### config.mk
export PLATFORM = sky130hd
export DESIGN_NAME = psv_sequencer
export DESIGN_NICKNAME = d
export VERILOG_FILES = /design/src/hw/psv_pkg.sv /design/src/hw/psv_stack.sv /design/src/hw/psv_sequencer.sv
export SDC_FILE = /design/constraint.sdc
export NUM_CORES = 1
export LEC_CHECK = 0
export ABC_AREA = 1
export BUFFER_PORTS_ARGS = -buffer_cell sky130_fd_sc_hd__buf_2
export CAP_MARGIN = 10
export CORE_UTILIZATION = 35
export DETAILED_ROUTE_END_ITERATION = 16
export HOLD_SLACK_MARGIN = 0.02
export SETUP_SLACK_MARGIN = 0.1
export SLEW_MARGIN = 20
export SYNTH_ARGS = -nofsm -noshare
export SYNTH_HDL_FRONTEND = slang
export SYNTH_SLANG_ARGS = --single-unit
### constraint.sdc
create_clock -name core_clk -period 3.9 [get_ports core_clk]
set_clock_uncertainty 0.05 [all_clocks]
set_input_delay 0.39 -clock core_clk [delete_from_list [all_inputs] [get_ports core_clk]]
set_output_delay 0.39 -clock core_clk [all_outputs]
set_load 0.1 [all_outputs]
### src/hw/psv_pkg.sv
// constants and encodings for the program sequencer with interrupt vectors
package psv_pkg;
    // program counter and pipeline timing
    localparam int          PC_W            = 12;
    localparam int          PM_WORDS        = 4096;
    localparam int          INSTR_W         = 16;
    localparam int          CLKS_PER_ICYC   = 4;
    localparam logic [1:0]  PH_FETCH        = 2'h0;
    localparam logic [1:0]  PH_LAST         = 2'h3;
    localparam logic [11:0] PC_RESET        = 12'h000;
    localparam int          STACK_DEPTH_DEF = 8;

    // interrupt sources, lowest index has the lowest vector and wins
    localparam int          NUM_SRC         = 6;
    localparam int          SRC_EXT_ADC     = 0;
    localparam int          SRC_EV0         = 1;
    localparam int          SRC_EV1         = 2;
    localparam int          SRC_UART        = 3;
    localparam int          SRC_TWI         = 4;
    localparam int          SRC_EV2         = 5;
    localparam logic [11:0] VEC_EXT_ADC     = 12'h004;
    localparam logic [11:0] VEC_EV0         = 12'h008;
    localparam logic [11:0] VEC_EV1         = 12'h00c;
    localparam logic [11:0] VEC_UART        = 12'h010;
    localparam logic [11:0] VEC_TWI         = 12'h014;
    localparam logic [11:0] VEC_EV2         = 12'h018;

    // execute-stage answer from the core, sampled in the last phase
    localparam logic [2:0]  XF_NONE         = 3'h0;
    localparam logic [2:0]  XF_SKIP         = 3'h1;
    localparam logic [2:0]  XF_JUMP         = 3'h2;
    localparam logic [2:0]  XF_CALL         = 3'h3;
    localparam logic [2:0]  XF_RET          = 3'h4;
    localparam logic [2:0]  XF_RETI         = 3'h5;
    localparam logic [2:0]  XF_PCL          = 3'h6;

    // register indices; byte address is four times the index
    localparam int          AXI_ADDR_W      = 8;
    localparam logic [5:0]  IDX_CTRL        = 6'h00;
    localparam logic [5:0]  IDX_PC          = 6'h01;
    localparam logic [5:0]  IDX_INT_STS     = 6'h02;
    localparam logic [5:0]  IDX_INT_MASK    = 6'h03;
    localparam logic [5:0]  IDX_PCL         = 6'h06;
    localparam int          CTRL_GIE_BIT    = 0;
    localparam int          CTRL_V4ADC_BIT  = 1;
    localparam logic [1:0]  CTRL_RESET      = 2'h0;
    localparam logic [5:0]  MASK_RESET      = 6'h00;
    localparam logic [1:0]  RESP_OKAY       = 2'h0;
    localparam logic [1:0]  RESP_SLVERR     = 2'h2;
endpackage

### src/hw/psv_stack.sv
// return address stack; a push when full drops the oldest entry
`timescale 1ns/1ps
`default_nettype none
module psv_stack #(
    parameter int DEPTH = psv_pkg::STACK_DEPTH_DEF
) (
    // clock and control
    input  wire logic                    core_clk,
    input  wire logic                    rst_n,
    input  wire logic                    clk_en,
    // push and pop
    input  wire logic                    push,
    input  wire logic                    pop,
    input  wire logic [psv_pkg::PC_W-1:0] push_addr,
    // state
    output logic      [psv_pkg::PC_W-1:0] top_addr,
    output logic                         full
);
    import psv_pkg::*;
    localparam int PTR_W = $clog2(DEPTH);

    initial begin
        if (DEPTH < 2 || (DEPTH & (DEPTH - 1)) != 0)
            $error("stack depth must be a power of two, at least 2");
    end

    logic [PC_W-1:0] mem [DEPTH];
    logic [PTR_W-1:0] wp_r;
    logic [PTR_W:0]   cnt_r;
    wire  [PTR_W-1:0] rp = wp_r - {{(PTR_W-1){1'b0}}, 1'b1};

    assign top_addr = mem[rp];
    assign full     = (cnt_r == (PTR_W+1)'(DEPTH));

    // circular write pointer keeps only the newest entries on overflow
    always_ff @(posedge core_clk) begin
        if (!rst_n) begin
            wp_r  <= '0;
            cnt_r <= '0;
        end else if (clk_en) begin
            if (push) begin
                mem[wp_r] <= push_addr;
                wp_r      <= wp_r + {{(PTR_W-1){1'b0}}, 1'b1};
                if (!full)
                    cnt_r <= cnt_r + {{PTR_W{1'b0}}, 1'b1};
            end else if (pop && cnt_r != '0) begin
                wp_r  <= rp;
                cnt_r <= cnt_r - {{PTR_W{1'b0}}, 1'b1};
            end
        end
    end
endmodule
`default_nettype wire

### src/hw/psv_sequencer.sv
// program sequencer: pc, two-stage pipeline, interrupt vectoring, axi4-lite registers
// Overview of operation
// - one instruction cycle is four system clocks, split into phases.
// - fetch of next word overlaps execution of current one, one cycle each.
// - any pc-altering instruction takes two cycles via an inserted dummy cycle.
// - program counter is 12 bits, covering 4096 program words.
// - pc increments by one after each program word fetch.
// - met skip discards the prefetched word, runs a dummy, continues at pc+2.
// - low pc byte readable/writable; writing jumps within current 256-word page.
// - jumps/calls load 12 bits from instruction, returns from the stack.
// - reset clears the pc so execution starts at address 000h.
// - vector 004h serves pin or converter interrupt by option, if enabled, stack free.
// - enabled event counter zero overflow vectors to 008h when stack not full.
// - enabled event counter one overflow vectors to 00ch when stack not full.
// - enabled uart completion interrupt vectors to 010h when stack not full.
// - enabled two-wire bus interrupt vectors to 014h when stack not full.
// - enabled event counter two overflow vectors to 018h when stack not full.
// - stack full keeps request latched, acknowledged after a return frees a level.
`timescale 1ns/1ps
`default_nettype none
module psv_sequencer #(
    parameter int STACK_DEPTH = psv_pkg::STACK_DEPTH_DEF
) (
    // clock, reset, enable
    input  wire logic                              core_clk,
    input  wire logic                              rst_n,
    input  wire logic                              clk_en,
    // program memory
    output logic      [psv_pkg::PC_W-1:0]          pm_addr,
    output logic                                   pm_rd,
    input  wire logic [psv_pkg::INSTR_W-1:0]       pm_data,
    // execute stage towards the core
    output logic      [psv_pkg::INSTR_W-1:0]       exec_instr,
    output logic      [psv_pkg::PC_W-1:0]          exec_addr,
    output logic                                   exec_valid,
    output logic                                   exec_last_phase,
    input  wire logic [2:0]                        xfer_kind,
    input  wire logic [psv_pkg::PC_W-1:0]          xfer_target,
    // interrupt sources
    input  wire logic                              ext_int_pin_n,
    input  wire logic                              adc_done_req,
    input  wire logic                              ev0_ovf_req,
    input  wire logic                              ev1_ovf_req,
    input  wire logic                              uart_req,
    input  wire logic                              twi_req,
    input  wire logic                              ev2_ovf_req,
    output logic                                   irq,
    output logic                                   stack_full,
    // axi4-lite slave
    input  wire logic [psv_pkg::AXI_ADDR_W-1:0]    s_axi_awaddr,
    input  wire logic                              s_axi_awvalid,
    output logic                                   s_axi_awready,
    input  wire logic [31:0]                       s_axi_wdata,
    input  wire logic [3:0]                        s_axi_wstrb,
    input  wire logic                              s_axi_wvalid,
    output logic                                   s_axi_wready,
    output logic      [1:0]                        s_axi_bresp,
    output logic                                   s_axi_bvalid,
    input  wire logic                              s_axi_bready,
    input  wire logic [psv_pkg::AXI_ADDR_W-1:0]    s_axi_araddr,
    input  wire logic                              s_axi_arvalid,
    output logic                                   s_axi_arready,
    output logic      [31:0]                       s_axi_rdata,
    output logic      [1:0]                        s_axi_rresp,
    output logic                                   s_axi_rvalid,
    input  wire logic                              s_axi_rready
);
    import psv_pkg::*;

    initial begin
        if (PC_W != $clog2(PM_WORDS) || CLKS_PER_ICYC != 4)
            $error("pc width must address the program memory in four-clock cycles");
    end

    localparam logic [11:0] VEC_TAB [NUM_SRC] = '{VEC_EXT_ADC, VEC_EV0, VEC_EV1, VEC_UART, VEC_TWI, VEC_EV2};

    // pipeline state
    logic [1:0]         phase_r;
    logic [PC_W-1:0]    pc_r;
    logic [PC_W-1:0]    pc_nxt;
    logic [PC_W-1:0]    fetch_addr_r;
    logic [PC_W-1:0]    pm_addr_r;
    logic               pm_rd_r;
    logic [INSTR_W-1:0] exec_instr_r;
    logic [PC_W-1:0]    exec_addr_r;
    logic               exec_valid_r;
    // registers
    logic [1:0]         ctrl_r;
    logic [NUM_SRC-1:0] sts_r;
    logic [NUM_SRC-1:0] mask_r;
    logic [7:0]         pcl_wr_r;
    logic               pcl_pend_r;
    // pin synchroniser
    logic               ext_s1_r;
    logic               ext_s2_r;
    logic               ext_s3_r;
    // axi state
    logic               aw_ok_r;
    logic               w_ok_r;
    logic [5:0]         aw_idx_r;
    logic [7:0]         wdata_r;
    logic               wstrb0_r;
    logic               bvalid_r;
    logic [1:0]         bresp_r;
    logic               rvalid_r;
    logic [31:0]        rdata_r;
    logic [1:0]         rresp_r;

    // phase decoding
    wire fetch_ph = (phase_r == PH_FETCH);
    wire last_ph  = (phase_r == PH_LAST);

    // execute-stage decode
    wire xv       = last_ph && exec_valid_r;
    wire do_jump  = xv && (xfer_kind == XF_JUMP || xfer_kind == XF_CALL);
    wire do_call  = xv && (xfer_kind == XF_CALL);
    wire do_ret   = xv && (xfer_kind == XF_RET || xfer_kind == XF_RETI);
    wire do_reti  = xv && (xfer_kind == XF_RETI);
    wire do_skip  = xv && (xfer_kind == XF_SKIP);
    wire do_pcl   = xv && (xfer_kind == XF_PCL);
    wire core_xf  = do_jump || do_ret || do_skip || do_pcl;
    wire sw_pcl   = last_ph && !core_xf && pcl_pend_r;

    // interrupt arbitration
    wire [NUM_SRC-1:0] int_pend  = sts_r & mask_r;
    wire               gie       = ctrl_r[CTRL_GIE_BIT];
    wire               irq_take  = last_ph && !core_xf && !pcl_pend_r && gie
                                   && (|int_pend) && !stack_full;
    wire               redirect  = core_xf || sw_pcl || irq_take;
    logic [NUM_SRC-1:0] ack_onehot;
    logic [PC_W-1:0]    vec_sel;

    always_comb begin
        ack_onehot = '0;
        vec_sel    = VEC_TAB[0];
        for (int i = NUM_SRC - 1; i >= 0; i--) begin
            if (int_pend[i]) begin
                ack_onehot = '0;
                ack_onehot[i] = irq_take;
                vec_sel       = VEC_TAB[i];
            end
        end
    end

    // stack
    logic [PC_W-1:0] stack_top;
    psv_stack #(
        .DEPTH     (STACK_DEPTH)
    ) u_stack (
        .core_clk  (core_clk),
        .rst_n     (rst_n),
        .clk_en    (clk_en),
        .push      (do_call || irq_take),
        .pop       (do_ret),
        .push_addr (fetch_addr_r),
        .top_addr  (stack_top),
        .full      (stack_full)
    );

    // next pc; skip leaves pc alone since it already points past the discarded word
    always_comb begin
        pc_nxt = pc_r;
        if (fetch_ph)
            pc_nxt = pc_r + 12'h001;
        else if (do_jump)
            pc_nxt = xfer_target;
        else if (do_ret)
            pc_nxt = stack_top;
        else if (do_pcl)
            pc_nxt = {pc_r[PC_W-1:8], xfer_target[7:0]};
        else if (sw_pcl)
            pc_nxt = {pc_r[PC_W-1:8], pcl_wr_r};
        else if (irq_take)
            pc_nxt = vec_sel;
    end

    // phase counter and fetch stage
    always_ff @(posedge core_clk) begin
        if (!rst_n) begin
            phase_r      <= PH_FETCH;
            pc_r         <= PC_RESET;
            fetch_addr_r <= PC_RESET;
            pm_addr_r    <= PC_RESET;
            pm_rd_r      <= 1'b0;
        end else if (clk_en) begin
            phase_r <= phase_r + 2'h1;
            pc_r    <= pc_nxt;
            pm_rd_r <= fetch_ph;
            if (fetch_ph) begin
                pm_addr_r    <= pc_r;
                fetch_addr_r <= pc_r;
            end
        end
    end

    // execute stage; a redirect turns the prefetched word into a dummy cycle
    always_ff @(posedge core_clk) begin
        if (!rst_n) begin
            exec_instr_r <= '0;
            exec_addr_r  <= PC_RESET;
            exec_valid_r <= 1'b0;
        end else if (clk_en && last_ph) begin
            exec_instr_r <= pm_data;
            exec_addr_r  <= fetch_addr_r;
            exec_valid_r <= !redirect;
        end
    end

    // external pin synchroniser and falling-edge detect
    always_ff @(posedge core_clk) begin
        if (!rst_n) begin
            ext_s1_r <= 1'b1;
            ext_s2_r <= 1'b1;
            ext_s3_r <= 1'b1;
        end else if (clk_en) begin
            ext_s1_r <= ext_int_pin_n;
            ext_s2_r <= ext_s1_r;
            ext_s3_r <= ext_s2_r;
        end
    end

    wire ext_fall = ext_s3_r && !ext_s2_r;
    wire [NUM_SRC-1:0] src_req;
    assign src_req[SRC_EXT_ADC] = ctrl_r[CTRL_V4ADC_BIT] ? adc_done_req : ext_fall;
    assign src_req[SRC_EV0]     = ev0_ovf_req;
    assign src_req[SRC_EV1]     = ev1_ovf_req;
    assign src_req[SRC_UART]    = uart_req;
    assign src_req[SRC_TWI]     = twi_req;
    assign src_req[SRC_EV2]     = ev2_ovf_req;

    // axi decode
    wire       do_wr    = aw_ok_r && w_ok_r && !bvalid_r;
    wire       wr_en    = do_wr && wstrb0_r;
    wire       wr_ctrl  = wr_en && (aw_idx_r == IDX_CTRL);
    wire       wr_sts   = wr_en && (aw_idx_r == IDX_INT_STS);
    wire       wr_mask  = wr_en && (aw_idx_r == IDX_INT_MASK);
    wire       wr_pcl   = wr_en && (aw_idx_r == IDX_PCL);
    wire       wr_map   = (aw_idx_r == IDX_CTRL) || (aw_idx_r == IDX_PC) || (aw_idx_r == IDX_INT_STS)
                          || (aw_idx_r == IDX_INT_MASK) || (aw_idx_r == IDX_PCL);
    wire [5:0] ar_idx   = s_axi_araddr[AXI_ADDR_W-1:2];
    wire       ar_hs    = s_axi_arvalid && !rvalid_r;
    wire       ar_map   = (ar_idx == IDX_CTRL) || (ar_idx == IDX_PC) || (ar_idx == IDX_INT_STS)
                          || (ar_idx == IDX_INT_MASK) || (ar_idx == IDX_PCL);
    wire [31:0] rd_mux  = (ar_idx == IDX_CTRL)     ? {30'h0, ctrl_r} :
                          (ar_idx == IDX_PC)       ? {20'h0, pc_r} :
                          (ar_idx == IDX_INT_STS)  ? {26'h0, sts_r} :
                          (ar_idx == IDX_INT_MASK) ? {26'h0, mask_r} :
                          (ar_idx == IDX_PCL)      ? {24'h0, pc_r[7:0]} : 32'h0;

    // sticky status: a new request wins over a clear in the same cycle
    genvar g;
    generate
        for (g = 0; g < NUM_SRC; g++) begin : g_sts
            always_ff @(posedge core_clk) begin
                if (!rst_n)
                    sts_r[g] <= 1'b0;
                else if (clk_en) begin
                    if (src_req[g])
                        sts_r[g] <= 1'b1;
                    else if ((wr_sts && wdata_r[g]) || ack_onehot[g])
                        sts_r[g] <= 1'b0;
                end
            end
        end
    endgenerate

    // control, mask and pending short jump from software
    always_ff @(posedge core_clk) begin
        if (!rst_n) begin
            ctrl_r     <= CTRL_RESET;
            mask_r     <= MASK_RESET;
            pcl_wr_r   <= 8'h00;
            pcl_pend_r <= 1'b0;
        end else if (clk_en) begin
            if (wr_ctrl)
                ctrl_r <= wdata_r[1:0];
            else if (irq_take)
                ctrl_r[CTRL_GIE_BIT] <= 1'b0;
            else if (do_reti)
                ctrl_r[CTRL_GIE_BIT] <= 1'b1;
            if (wr_mask)
                mask_r <= wdata_r[NUM_SRC-1:0];
            if (wr_pcl) begin
                pcl_wr_r   <= wdata_r;
                pcl_pend_r <= 1'b1;
            end else if (sw_pcl)
                pcl_pend_r <= 1'b0;
        end
    end

    // axi write channel
    always_ff @(posedge core_clk) begin
        if (!rst_n) begin
            aw_ok_r  <= 1'b0;
            w_ok_r   <= 1'b0;
            aw_idx_r <= 6'h00;
            wdata_r  <= 8'h00;
            wstrb0_r <= 1'b0;
            bvalid_r <= 1'b0;
            bresp_r  <= RESP_OKAY;
        end else if (clk_en) begin
            if (s_axi_awvalid && s_axi_awready) begin
                aw_ok_r  <= 1'b1;
                aw_idx_r <= s_axi_awaddr[AXI_ADDR_W-1:2];
            end
            if (s_axi_wvalid && s_axi_wready) begin
                w_ok_r   <= 1'b1;
                wdata_r  <= s_axi_wdata[7:0];
                wstrb0_r <= s_axi_wstrb[0];
            end
            if (do_wr) begin
                aw_ok_r  <= 1'b0;
                w_ok_r   <= 1'b0;
                bvalid_r <= 1'b1;
                bresp_r  <= wr_map ? RESP_OKAY : RESP_SLVERR;
            end else if (bvalid_r && s_axi_bready)
                bvalid_r <= 1'b0;
        end
    end

    // axi read channel
    always_ff @(posedge core_clk) begin
        if (!rst_n) begin
            rvalid_r <= 1'b0;
            rdata_r  <= 32'h0;
            rresp_r  <= RESP_OKAY;
        end else if (clk_en) begin
            if (ar_hs) begin
                rvalid_r <= 1'b1;
                rdata_r  <= rd_mux;
                rresp_r  <= ar_map ? RESP_OKAY : RESP_SLVERR;
            end else if (rvalid_r && s_axi_rready)
                rvalid_r <= 1'b0;
        end
    end

    // outputs
    assign pm_addr         = pm_addr_r;
    assign pm_rd           = pm_rd_r;
    assign exec_instr      = exec_instr_r;
    assign exec_addr       = exec_addr_r;
    assign exec_valid      = exec_valid_r;
    assign exec_last_phase = last_ph;
    assign irq             = |int_pend;
    assign s_axi_awready   = !aw_ok_r && !bvalid_r;
    assign s_axi_wready    = !w_ok_r && !bvalid_r;
    assign s_axi_bvalid    = bvalid_r;
    assign s_axi_bresp     = bresp_r;
    assign s_axi_arready   = !rvalid_r;
    assign s_axi_rvalid    = rvalid_r;
    assign s_axi_rdata     = rdata_r;
    assign s_axi_rresp     = rresp_r;
endmodule
`default_nettype wire

==> flow_metrics.tcl <==
set metrics [dict create \
    grt_use_total 0.179 \
    dr.pass1.iters 5 \
    rsz0062_at_grt "false" \
    ys.flop_type "dfxtp_1" \
    area_delta_synth_final_pct 18.0 \
    port-buffer-count 130 \
    finalNetCount 1369 \
    fillCellCount 2720 \
    drive_above_1_share 0.169 \
    syn-cell-area_mm2 0.00973 \
    worst_slack_ns 0.836 \
    die_area_mm2 0.0285 \
    synth_top_cell_by_area "edfxtp_1" \
    status "finished, final reports clean" \
    synth_top_area_share 0.296 \
    dp_cells 1609 \
    ys_top_cells_by_area "edfxtp_1 30%, dfxtp_1 25%, nor2_1 7.8%" \
    ff2ff_setup_slack_ns 0.84 \
    period_needed_ns 3.06 \
    start_kind "flip-flop" \
    peakVddDrop_mv 0.323 \
    hpwl_um 17600 \
    max_slew_margin 0.307 \
    r2r_end "u_stack.cnt_r[3]" \
    yosys.cell_count.top_type "nor2_1" \
    grt_max_degree 99 \
    worst_hold_slack_ns 0.0406 \
    crit_path_end_kind "flip-flop" \
    routed_wirelength_um 25700 \
    holdBufCountCts 0 \
    critPathMaxFanout 12 \
    clk_latency_ns 0.52 \
    power_mw 5.51 \
    hold_viol 0 \
    synth_edf_count 96 \
    cts_buffers 24 \
    synthTopCellsByCount "202 x nor2_1, 162 x nand2_1, 140 x o21ai_0" \
    critPathArrivalTime_ns 3.42 \
    drtIter0Drc 555 \
    crit_type "reg -> reg" \
    initial_core_util 0.359 \
    pin_count 184 \
    grt-ovfl-total 0 \
    viasPerCell 4.83 \
    required_ns 4.26 \
    ys_seq_elements 218 \
    hold_class "in -> reg" \
    yosysWarningCount 0 \
    tightest_slew_ns 1.04 \
    cts_resized 0 \
    synth_cell_type_count 43 \
    grt_pass1_vias 7452 \
    syn_inst 1141 \
    max_freq_ghz 0.326 \
    routedWlPerCell_um 15.6 \
    post-cts-setup-buffers 0 \
    cts_num_sinks 218 \
    seq_area_mm2 0.00533 \
    antenna_found_initial 0 \
    p_per_area_mw_per_mm2 479 \
    multi_input_area_mm2 0.00372 \
    setup_viol 0 \
    seq_area_frac_synth 0.547 \
    syn_area_per_cell_um2 8.53 \
    htree_levels 1 \
    drv_cap 0 \
    tns_ns 0 \
    antenna_cells 0 \
    post-place-ws_ns 0.859 \
    reg2regPathDepth 17 \
    antenna_left 0 \
    crit_start "phase_r[1]" \
    period_share 0.786 \
    cts_root_buf "clkbuf_16" \
    route.vias.total 7976 \
    die_x_um 169 \
    die_h_um 169 \
    synth_async_sr_flop_share 0 \
    stdcell_count 1653 \
    rows 60 \
    p_leak_nw 4.76 \
    core_area_mm2 0.0271 \
    place.gp.congestion 0.853 \
    critPathCapture "u_stack.cnt_r[3]" \
    grt_pass1_wl_um 40200 \
    slew_viol_final 0 \
    cts_buffer_depth 3 \
    route.detailed.drc 0 \
    tritoncts "yes" \
    path_clk_slew_ns 0.06 \
    reg2reg_from "phase_r[1]" \
]
==> state kept, by name (all words and copies together) (netlist names), 4 cells and up <==
signal / cells
s_axi_rdata: 12
wdata_r: 8
exec_instr: 16
mask_r: 6
pc_r: 12
u_stack.cnt_r: 4
u_stack.mem: 96
aw_idx_r: 6
exec_addr: 12
sts_r: 6
pm_addr: 12
pcl_wr_r: 8
==> worst min path at each step <==
stage / start / to / slack, ns / cells past startpoint
finish: ext_int_pin_n / ext_s1_r / 0.04 / 3
global route: ext_int_pin_n / ext_s1_r / 0.03 / 3
CTS: ext_int_pin_n / ext_s1_r / 0.03 / 3
detailed placement: ext_s1_r / ext_s1_r / 0.39 / 2
global placement: ext_s1_r / ext_s1_r / 0.39 / 2
floorplan: ext_s1_r / ext_s1_r / 0.38 / 2
==> kinds of logic (layout without fill, tap and decap cells) <==
group	after synthesis	in the layout	share of synthesized area
other	1	22	0.000385
XOR/XNOR	6	6	0.00617
flip-flops	218	218	0.547
AND/OR/NAND/NOR	468	468	0.208
AO/OA/AOI/OAI	272	272	0.148
buffers and inverters	168	287	0.0785
adder cells (fa/ha/maj)	8	8	0.0111
==> cell type report <==
class,instances,area share
Multi-Input combinational cell,776,0.324
Sequential cell,218,0.464
Tap cell,372,0.0405
Clock inverter,20,0.0211
Inverter,98,0.0320
Clock buffer,24,0.0523
Timing Repair Buffer,145,0.0665
==> critical path: stages, from the launching register on <==
cell	delay, ns
dfxtp_1	0.34
ha_1	0.34
nand2_2	0.14
nor3_2	0.11
buf_4	0.22
nand2_1	0.20
nand2_8	0.16
inv_1	0.07
ha_1	0.33
nand2_1	0.07
nor2_1	0.04
a211oi_1	0.36
nand3b_1	0.19
nand2_2	0.06
nor2_2	0.11
nand2_1	0.06
nand2_1	0.07
nor2_2	0.04
==> power breakdown <==
part	switching, mW	internal (mW)
clock	0.947	1.46
sequential	0.0774	2.45
combinational	0.464	0.110
total	1.49	4.02
==> routing by layer <==
metal,part of all wire,GRT usage
met1,0.46,0.243
met2,0.46,0.298
met3,0.059,0.0276
met4,0.014,0.0411
met5,0,0
==> stage by stage <==
stage,area (um2),utilization
3_3_place_gp,10600,0.393
3_5_place_dp,10600,0.393
4_1_cts,11500,0.424
6_report,11500,0.424
5_1_grt,11500,0.424
2_1_floorplan,9810,-
==> layout by cell type, fill, tap and decap left out, drive strengths merged <==
cell and n:
bufinv 5, clkinvlp 3, conb 22, dfxtp 122
a21oi 89, nor3 10, o22ai 6, nand3b 4
buf 145, xor2 4, a31oi 1, o2111ai 2
or2 2, xnor2 2, nand4 6, nand3 66
a211oi 1, o221ai 1, clkinv 12, o21ai 151
o211ai 21, nor2 206, edfxtp 96, inv 98
nand2 174, clkbuf 24, ha 7, fa 1
(Power assumes the default switching activity.)
